$ cat config.mk
export PLATFORM = sky130hd
export DESIGN_NAME = lin_phy_status_routing
export DESIGN_NICKNAME = d
export VERILOG_FILES = /design/src/rtl/lin_phy_pkg.sv /design/src/rtl/lin_phy_status_routing.sv /design/src/rtl/level_sync.sv
export SDC_FILE = /design/constraint.sdc
export NUM_CORES = 1
export LEC_CHECK = 0
export ABC_AREA = 1
export BUFFER_PORTS_ARGS = -buffer_cell sky130_fd_sc_hd__buf_4
export CORE_MARGIN = 10
export CORE_UTILIZATION = 49
export DETAILED_ROUTE_END_ITERATION = 7
export MAX_ROUTING_LAYER = met4
export PLACE_DENSITY = 0.82
export SLEW_MARGIN = 20
export SYNTH_ARGS = -nofsm -noshare
export SYNTH_HDL_FRONTEND = slang
export SYNTH_SLANG_ARGS = --single-unit
$ cat constraint.sdc
create_clock -name ref_clk_in -period 1.5 [get_ports ref_clk_in]
set_clock_uncertainty 0.15 [all_clocks]
set_input_delay 0.225 -clock ref_clk_in [delete_from_list [all_inputs] [get_ports ref_clk_in]]
set_output_delay 0.225 -clock ref_clk_in [all_outputs]
set_load 0.05 [all_outputs]
$ cat src/rtl/lin_phy_pkg.sv
// package for the lin physical-layer status and routing register bank
// assumes one 100 mhz clock and an 8-bit register port with 16-bit global address
`default_nettype none

package lin_phy_pkg;

    // ==========================================================
    // address decode
    localparam logic [15:0] BLOCKING_BASE = 16'h0e00;
    localparam logic [15:0] NONBLOCKING_BASE = 16'h0f00;
    localparam logic [15:0] BASE_MASK = 16'hff00;
    localparam logic [7:0] OFS_FAULT = 8'h52;
    localparam logic [7:0] OFS_LINE = 8'h53;
    localparam logic [7:0] OFS_TX_SEL = 8'h54;
    localparam logic [7:0] OFS_RX_SEL = 8'h55;

    // ==========================================================
    // field positions
    localparam int OT_BIT = 7;
    localparam int DOM_BIT = 6;
    localparam int RF_BIT = 5;
    localparam int UV_BIT = 3;
    localparam int RDY_BIT = 7;
    localparam int RX_BIT = 1;
    localparam int TX_BIT = 0;
    localparam int SRC_PORT_BIT = 1;
    localparam int SRC_UART_BIT = 0;
    localparam int DST_PORT_BIT = 1;
    localparam int DST_UART_BIT = 0;

    // ==========================================================
    // reset values
    localparam logic [7:0] FAULT_RESET = 8'h00;
    localparam logic [1:0] SEL_RESET = 2'h0;
    localparam logic [7:0] RDATA_RESET = 8'h00;

    // ==========================================================
    // carriers
    typedef struct packed {
        logic [15:0] addr;
        logic [7:0] wdata;
        logic wr;
        logic rd;
    } reg_req_type;

    // transceiver sense lines, all asynchronous, dominant reads as one
    typedef struct packed {
        logic overtemp;
        logic stuck_dom;
        logic rf_dist;
        logic undervolt;
        logic tx_ready;
        logic rx_dom;
        logic tx_dom;
    } phy_sense_type;

    localparam int SENSE_W = $bits(phy_sense_type);

endpackage

`default_nettype wire

$ cat src/rtl/lin_phy_status_routing.sv
// lin physical-layer fault flags, line status and tx/rx routing
// assumes the register master and the port/uart logic share ref_clk_in;
// transceiver sense lines arrive asynchronous and are synchronised here
//
// The strobed register port is this design's own decision.
`default_nettype none
`timescale 1ns/100ps

// Operation
// - latch overtemp flag until software writes one
// - latch stuck-dominant flag, cleared by writing one
// - latch rf disturbance flag, cleared by writing one
// - latch undervoltage flag, cleared by writing one
// - fault register bits are write-one-to-clear
// - transmitter ready shown as read-only bit
// - receive line state read-only, one is dominant
// - transmit line state read-only, one is dominant
// - port source select drives transmitter from port
// - uart source select drives transmitter from uart
// - both sources selected, uart wins
// - receive-to-port bit connects receiver to port
// - receive-to-uart bit connects receiver to uart
// - decode offsets from blocking and non-blocking base
// - overtemp flag interrupts only when enabled
// - stuck-dominant flag interrupts only when enabled
// - undervoltage without keep-alive forces bus recessive
module lin_phy_status_routing
    import lin_phy_pkg::*;
(
    input wire logic ref_clk_in,
    input wire logic rst_in,
    input wire reg_req_type req_in,
    output logic [7:0] rdata_out,
    input wire phy_sense_type sense_in,
    input wire logic port_tx_in,
    input wire logic uart_tx_in,
    input wire logic overtemp_irq_enable_in,
    input wire logic stuck_dominant_irq_enable_in,
    input wire logic low_supply_keep_alive_in,
    output logic lin_tx_out,
    output logic port_rx_out,
    output logic uart_rx_out,
    output logic irq_out
);

    // ==========================================================
    // synchronised transceiver sense
    logic [SENSE_W-1:0] sense_raw;
    phy_sense_type sense_s;

    level_sync #(
        .WIDTH(SENSE_W)
    ) u_sense_sync (
        .ref_clk_in(ref_clk_in),
        .rst_in(rst_in),
        .async_in(sense_in),
        .sync_out(sense_raw)
    );

    assign sense_s = phy_sense_type'(sense_raw);

    // ==========================================================
    // address decode
    logic hit;
    logic [7:0] ofs;
    logic wr_fault;
    logic wr_tx_sel;
    logic wr_rx_sel;

    always_comb begin
        hit = ((req_in.addr & BASE_MASK) == BLOCKING_BASE)
            || ((req_in.addr & BASE_MASK) == NONBLOCKING_BASE);
        ofs = req_in.addr[7:0];
        wr_fault = req_in.wr && hit && (ofs == OFS_FAULT);
        wr_tx_sel = req_in.wr && hit && (ofs == OFS_TX_SEL);
        wr_rx_sel = req_in.wr && hit && (ofs == OFS_RX_SEL);
    end

    // ==========================================================
    // fault flags and routing selects
    logic [7:0] fault_q;
    logic [7:0] fault_d;
    logic [7:0] fault_set;
    logic [7:0] fault_clr;
    logic [1:0] tx_sel_q;
    logic [1:0] tx_sel_d;
    logic [1:0] rx_sel_q;
    logic [1:0] rx_sel_d;

    always_comb begin
        fault_set = 8'h00;
        fault_set[OT_BIT] = sense_s.overtemp;
        fault_set[DOM_BIT] = sense_s.stuck_dom;
        fault_set[RF_BIT] = sense_s.rf_dist;
        fault_set[UV_BIT] = sense_s.undervolt;
        fault_clr = wr_fault ? req_in.wdata : 8'h00;
        // set wins over clear so an event in the clearing cycle is kept
        fault_d = (fault_q & ~fault_clr) | fault_set;
        tx_sel_d = wr_tx_sel ? req_in.wdata[1:0] : tx_sel_q;
        rx_sel_d = wr_rx_sel ? req_in.wdata[1:0] : rx_sel_q;
    end

    always_ff @(posedge ref_clk_in or posedge rst_in) begin
        if (rst_in) begin
            fault_q <= FAULT_RESET;
            tx_sel_q <= SEL_RESET;
            rx_sel_q <= SEL_RESET;
        end else begin
            fault_q <= fault_d;
            tx_sel_q <= tx_sel_d;
            rx_sel_q <= rx_sel_d;
        end
    end

    // ==========================================================
    // read path, data valid only in the cycle after the strobe
    logic [7:0] rdata_d;
    logic [7:0] rdata_q;

    always_comb begin
        rdata_d = 8'h00;
        if (req_in.rd && hit) begin
            case (ofs)
                OFS_FAULT: begin
                    rdata_d = fault_q;
                end
                OFS_LINE: begin
                    rdata_d[RDY_BIT] = sense_s.tx_ready;
                    rdata_d[RX_BIT] = sense_s.rx_dom;
                    rdata_d[TX_BIT] = sense_s.tx_dom;
                end
                OFS_TX_SEL: begin
                    rdata_d[1:0] = tx_sel_q;
                end
                OFS_RX_SEL: begin
                    rdata_d[1:0] = rx_sel_q;
                end
                default: begin
                    rdata_d = 8'h00;
                end
            endcase
        end
    end

    // ==========================================================
    // line routing and interrupt
    logic lin_tx_d;
    logic lin_tx_q;
    logic port_rx_d;
    logic port_rx_q;
    logic uart_rx_d;
    logic uart_rx_q;
    logic irq_d;
    logic irq_q;
    logic uv_block;

    always_comb begin
        // disconnected paths idle recessive (zero)
        uv_block = sense_s.undervolt && !low_supply_keep_alive_in;
        if (tx_sel_q[SRC_UART_BIT]) begin
            lin_tx_d = uart_tx_in;
        end else if (tx_sel_q[SRC_PORT_BIT]) begin
            lin_tx_d = port_tx_in;
        end else begin
            lin_tx_d = 1'b0;
        end
        if (uv_block) begin
            lin_tx_d = 1'b0;
        end
        // both destinations may be open at once
        port_rx_d = rx_sel_q[DST_PORT_BIT] && sense_s.rx_dom;
        uart_rx_d = rx_sel_q[DST_UART_BIT] && sense_s.rx_dom;
        irq_d = (fault_q[OT_BIT] && overtemp_irq_enable_in)
            || (fault_q[DOM_BIT] && stuck_dominant_irq_enable_in);
    end

    always_ff @(posedge ref_clk_in or posedge rst_in) begin
        if (rst_in) begin
            rdata_q <= RDATA_RESET;
            lin_tx_q <= 1'b0;
            port_rx_q <= 1'b0;
            uart_rx_q <= 1'b0;
            irq_q <= 1'b0;
        end else begin
            rdata_q <= rdata_d;
            lin_tx_q <= lin_tx_d;
            port_rx_q <= port_rx_d;
            uart_rx_q <= uart_rx_d;
            irq_q <= irq_d;
        end
    end

    assign rdata_out = rdata_q;
    assign lin_tx_out = lin_tx_q;
    assign port_rx_out = port_rx_q;
    assign uart_rx_out = uart_rx_q;
    assign irq_out = irq_q;
endmodule // lin_phy_status_routing

`default_nettype wire

$ cat src/rtl/level_sync.sv
// two-flop synchroniser for a group of asynchronous levels
// assumes the levels are slow against ref_clk_in; no word coherence across bits
`default_nettype none
`timescale 1ns/100ps

module level_sync #(
    parameter int WIDTH = 1
) (
    input wire logic ref_clk_in,
    input wire logic rst_in,
    input wire logic [WIDTH-1:0] async_in,
    output logic [WIDTH-1:0] sync_out
);

    // ==========================================================
    // first stage feeds only the second
    logic [WIDTH-1:0] meta_q;
    logic [WIDTH-1:0] sync_q;

    always_ff @(posedge ref_clk_in or posedge rst_in) begin
        if (rst_in) begin
            meta_q <= '0;
            sync_q <= '0;
        end else begin
            meta_q <= async_in;
            sync_q <= meta_q;
        end
    end

    assign sync_out = sync_q;

endmodule // level_sync

`default_nettype wire

# Word-level counts from Yosys, hierarchy flattened
# Cells that the tools add are included.
[word_totals]
wordCells = 40
ff_bits = 38
in_bits = 40
[classes]
bitwise = 3
mux = 8
n_eq_ne = 6
reduce_logical = 13
[op_table]
columns = ["op", "count"]
rows = [
  ["$eq A8 B7 Y1 const B", 4],
  ["$eq A8 B4 Y1 const B", 2],
  ["$mux W8", 2],
  ["$logic_and A1 B1 Y1", 10],
  ["$and A8 B8 Y8", 1],
  ["$not A8 Y8", 1],
  ["$or A8 B8 Y8", 1],
  ["$pmux W2 S4", 1],
  ["$mux W5", 1],
  ["$mux W1", 3],
  ["$logic_or A1 B1 Y1", 2],
  ["$pmux W1 S2", 1],
  ["$logic_not A1 Y1", 1],
]

# Depth between registers and ports, before layout
[logic_depth]
word_depth = 8
mapped_depth = 8

# Hierarchy
# Synthesis repeated with hierarchy kept, for this count alone.
[unflattened]
cells_unflattened = 164
hier_area_um2 = 1544.0
[by_module_without_submodules]
columns = ["module", "area_each_um2", "instances", "cells_each", "seq_area_each_um2"]
rows = [
  ["lin_phy_status_routing", 1189.9, 1, 149, 600.6],
  ["level_sync", 354.1, 1, 15, 350.3],
]

# Worst setup path after synthesis
# No wires, ideal clock.
[synth_path]
path_kind = "input -> register"
start = "input req_in[23] (netlist bit)"
end = "register tx_sel_q[0]"
setup_time_ns = 0.121
path_stages = 8
arrival_time_ns = 0.800
setup_slack_ns = 0.429
cell_sequence = "inv_1 nand2_1 nor2_1 nand2_1 nor2_4 nand2_2 nand2_1 o21ai_1"
[synth_via]
elab_chain_len = 4
word_cells_on_any_way = 5
classes_between = "eq/ne (2); reduce/logical (3)"
[synth_lines]
columns = ["item", "line_no", "source"]
rows = [
  ["start, declared", "lin_phy_status_routing.sv:32", "input wire reg_req_type req_in,"],
  ["$eq A8 B4 Y1, on equally long branches", "lin_phy_status_routing.sv:71, lin_phy_status_routing.sv:72", ""],
  ["$logic_or A1 B1 Y1 (*)", "lin_phy_status_routing.sv:72", "|| ((req_in.addr & BASE_MASK) == NONBLOCKING_BASE);"],
  ["$logic_and A1 B1 Y1 (*) (2 in series)", "lin_phy_status_routing.sv:75", "wr_tx_sel = req_in.wr && hit && (ofs == OFS_TX_SEL);"],
  ["end signal, assigned", "lin_phy_status_routing.sv:110", "tx_sel_q <= tx_sel_d;"],
  ["end, declared", "lin_phy_status_routing.sv:85", "logic [1:0] tx_sel_q;"],
]
# Mark *: on every way between the ends. The rest lies on a longest branch, timed or not.
# A chain may end at the register's enable or synchronous reset.

# Worst setup path in the final report
[layout_path]
start = "register rdata_q[7] (netlist: rdata_out[7])"
end = "output rdata_out[7]"
[layout_rtl]
columns = ["item", "line_no", "source"]
rows = [
  ["start, declared", "lin_phy_status_routing.sv:118", "logic [7:0] rdata_q;"],
  ["start signal, assigned", "lin_phy_status_routing.sv:185", "rdata_q <= rdata_d;"],
  ["end, declared", "lin_phy_status_routing.sv:33", "output logic [7:0] rdata_out,"],
]
# No word-level cell between the ends.

==> results.yml <==
worst_setup_path:
  slowest_stage: "dfrtp_1"
  worstPathMaxFanout: 1
  crit_chain: "buf_4"
  critical_path.top_delay_family: "flip-flops"
  critPathBufInv: 1
  crit_path_start_kind: "flip-flop"
  critPathMaxStageDelay_ns: 0.39
  endpoint_kind: "output port"
  critPathKind: "reg -> out"
  arrival_ns: 0.91
  required_ns: 1.12
yosys:
  synthTopCellsByArea: "dfrtp_1, nand2_1, inv_1"
  ys_seq_area_share_pct: 60.8
  synth_ff_type: "dfrtp_1"
  ys_warn_count: 0
  ys_ff_latch: 38
  yosys.area.top_type: "dfrtp_1"
  netlist_area_sq_um: 1560
  synthDistinctLibCells: 19
  syn_area_per_cell_sq_um: 9.89
  async_reset_ff_share_pct: 100
  synth_cells: 158
  synth_edf_count: 0
  syn_nets: 198
  yosysTopAreaCellShare_pct: 60.8
clocking:
  ctsResizeCount: 0
  clkTransAtPathRegs_ns: 0.11
  clkSinkCount: 38
  post-cts-setup-buffer-count: 0
  cts-root-buf: "clkbuf_4"
  clockBufferDepth: 2
  cts_tree: "done"
  insertion_delay_ns: 0.34
  numCtsBuffers: 5
  htreeDepth: 2
hold_path:
  hp-class: "in -> reg"
layout:
  utilization_pct: 73.2
  final_design_area_no_fill_sq_um: 2230
  area_growth_syn_to_layout_pct: 43.0
  final_common_cell: "buf_4"
  layout_common_cells: "buf_4, dfrtp_1, nand2_1"
  n_antenna_cell: 0
  drive_gt1_share_pct: 35.5
  fillerInstances: 237
  layout.nets: 273
route:
  postRouteAntennaNets: 0
  viasPerCell: 4.63
  drt_iter0_markers: 42
  routedWlPerCell_um: 12.4
  drt_wl_total_um: 3460
  drtPass1Iterations: 4
  routed-via-count: 1286
  drc: 0
timing:
  timing.fmax_ghz: 0.776
  setup-tns-final_ns: 0
  fin_crit_sh_pct: 85.9
  hold_viol: 0
  maxSlewViolCount: 0
  rsz0062_at_grt: "no"
  slew_headroom_pct: 69.9
  setup_viol: 0
  worst_slew_pin_slew_ns: 0.451
  fin_crit_ns: 1.29
floorplanning:
  die_area_sq_um: 5850
  die_w_um: 76.5
  start_util_pct: 51.2
  core.rowCount: 20
  core_sq_um: 3050
  io-pin-count: 52
  die_h_um: 76.5
grt:
  antenna_found_initial: 0
  grt_max_degree: 39
  grt_pass1_wl_um: 5840
  grt_overflow: 0
  grt_pass1_vias: 1285
  grtUsageTotal_pct: 12.4
place:
  dp.final_hpwl_um: 2520
  globalplace.congestion: 0.883
  place_area_sq_um: 2000
  portBuffers: 50
outcome:
  status: "finished, final reports clean"
flow_run:
  maxCapViolCount: 0
pwr:
  leakage_nw: 1.12
  vdd.ir_drop.worst_uv: 624
  p_total_mw: 1.80
  power_density_nw_per_um2: 806
[path summary, 6_finish.rpt]
path,from,to,slack [ns],cells after the start
min in group asynchronous,rst_in,fault_q[0],0.43,4
worst max-delay path,rdata_out[7],rdata_out[7],0.21,1
worst min-delay path,req_in[9],fault_q[7],0.01,4
max in group asynchronous,rst_in,u_sense_sync.meta_q[0],0.45,4
worst min register to register,u_sense_sync.meta_q[4],u_sense_sync.sync_out[4],0.21,0
worst max register to register,tx_sel_q[0],rdata_out[0],0.49,4
[cell families after synthesis]
kind of cell | count (synthesis) | share of synthesized area, %
and+or+nand+nor | 82 | 28.3
DFF | 38 | 60.8
buffers and inverters | 25 | 6.00
AOI/OAI and AO/OA | 13 | 4.80
[tightest hold or removal path, cell delays in order]
cell and delay [ns]:
buf_4 0.08, nand3_1 0.06, nand2_1 0.06, nand2_1 0.04
[routing by layer]
layer / GRT usage [%] / vias up / part of all wire [%]
li1: - / 646 / -
met1: 14.5 / 591 / 44
met2: 19.2 / 41 / 48
met3: 4.72 / 8 / 6.6
met4: 3.90 / 0 / 1.3
met5: - / - / 0
[state kept, by name (all words and copies together), names as in the netlist]
signal                 cells
u_sense_sync.sync_out      7
uart_rx_out                1
fault_q                    8
rx_sel_q                   2
rdata_out                  8
port_rx_out                1
lin_tx_out                 1
tx_sel_q                   2
u_sense_sync.meta_q        7
irq_out                    1
[power by group]
part           internal (mW)  total [mW]  switching, mW  leakage (nW)
Clock                  0.225       0.552          0.327        0.0343
Combinational          0.111       0.199         0.0885         0.626
Sequential              1.04        1.05        0.00635         0.464
Total                   1.38        1.80          0.422          1.12
[through the flow]
step           setup slack, ns  instances  hold WS [ns]
2_1_floorplan            0.264        158         0.106
3_3_place_gp             0.213        253         0.182
3_5_place_dp             0.177        253         0.185
4_1_cts                 0.0290        279       0.00145
5_1_grt                  0.172        278       0.00328
6_report                 0.212        278        0.0101
[Yosys cell counts, types with 3 or more instances]
library cell / count
inv_1: 20
nand3_1: 15
inv_2: 5
nor2_1: 12
dfrtp_1: 38
a21oi_1: 5
nand2_2: 5
nor2_4: 5
o21ai_1: 4
nand2_1: 33
nand3_2: 3
nor3b_2: 3
[final cells by class]
type / count / area, sq um / area share, %
Timing Repair Buffer: 68 / 553 / 24.7
Clock inverter: 2 / 12.5 / 0.560
Clock buffer: 6 / 51.3 / 2.30
Sequential cell: 38 / 951 / 42.6
Multi-Input combinational cell: 95 / 518 / 23.2
Tap cell: 44 / 55.1 / 2.46
Inverter: 25 / 93.8 / 4.20
[timing repair]
item,4_1_cts,5_1_grt
endpoints found under the hold margin,52,0
endpoints found under the setup margin,0,1
hold buffers,18,0
No activity file was read; power rests on OpenSTA's default activity.
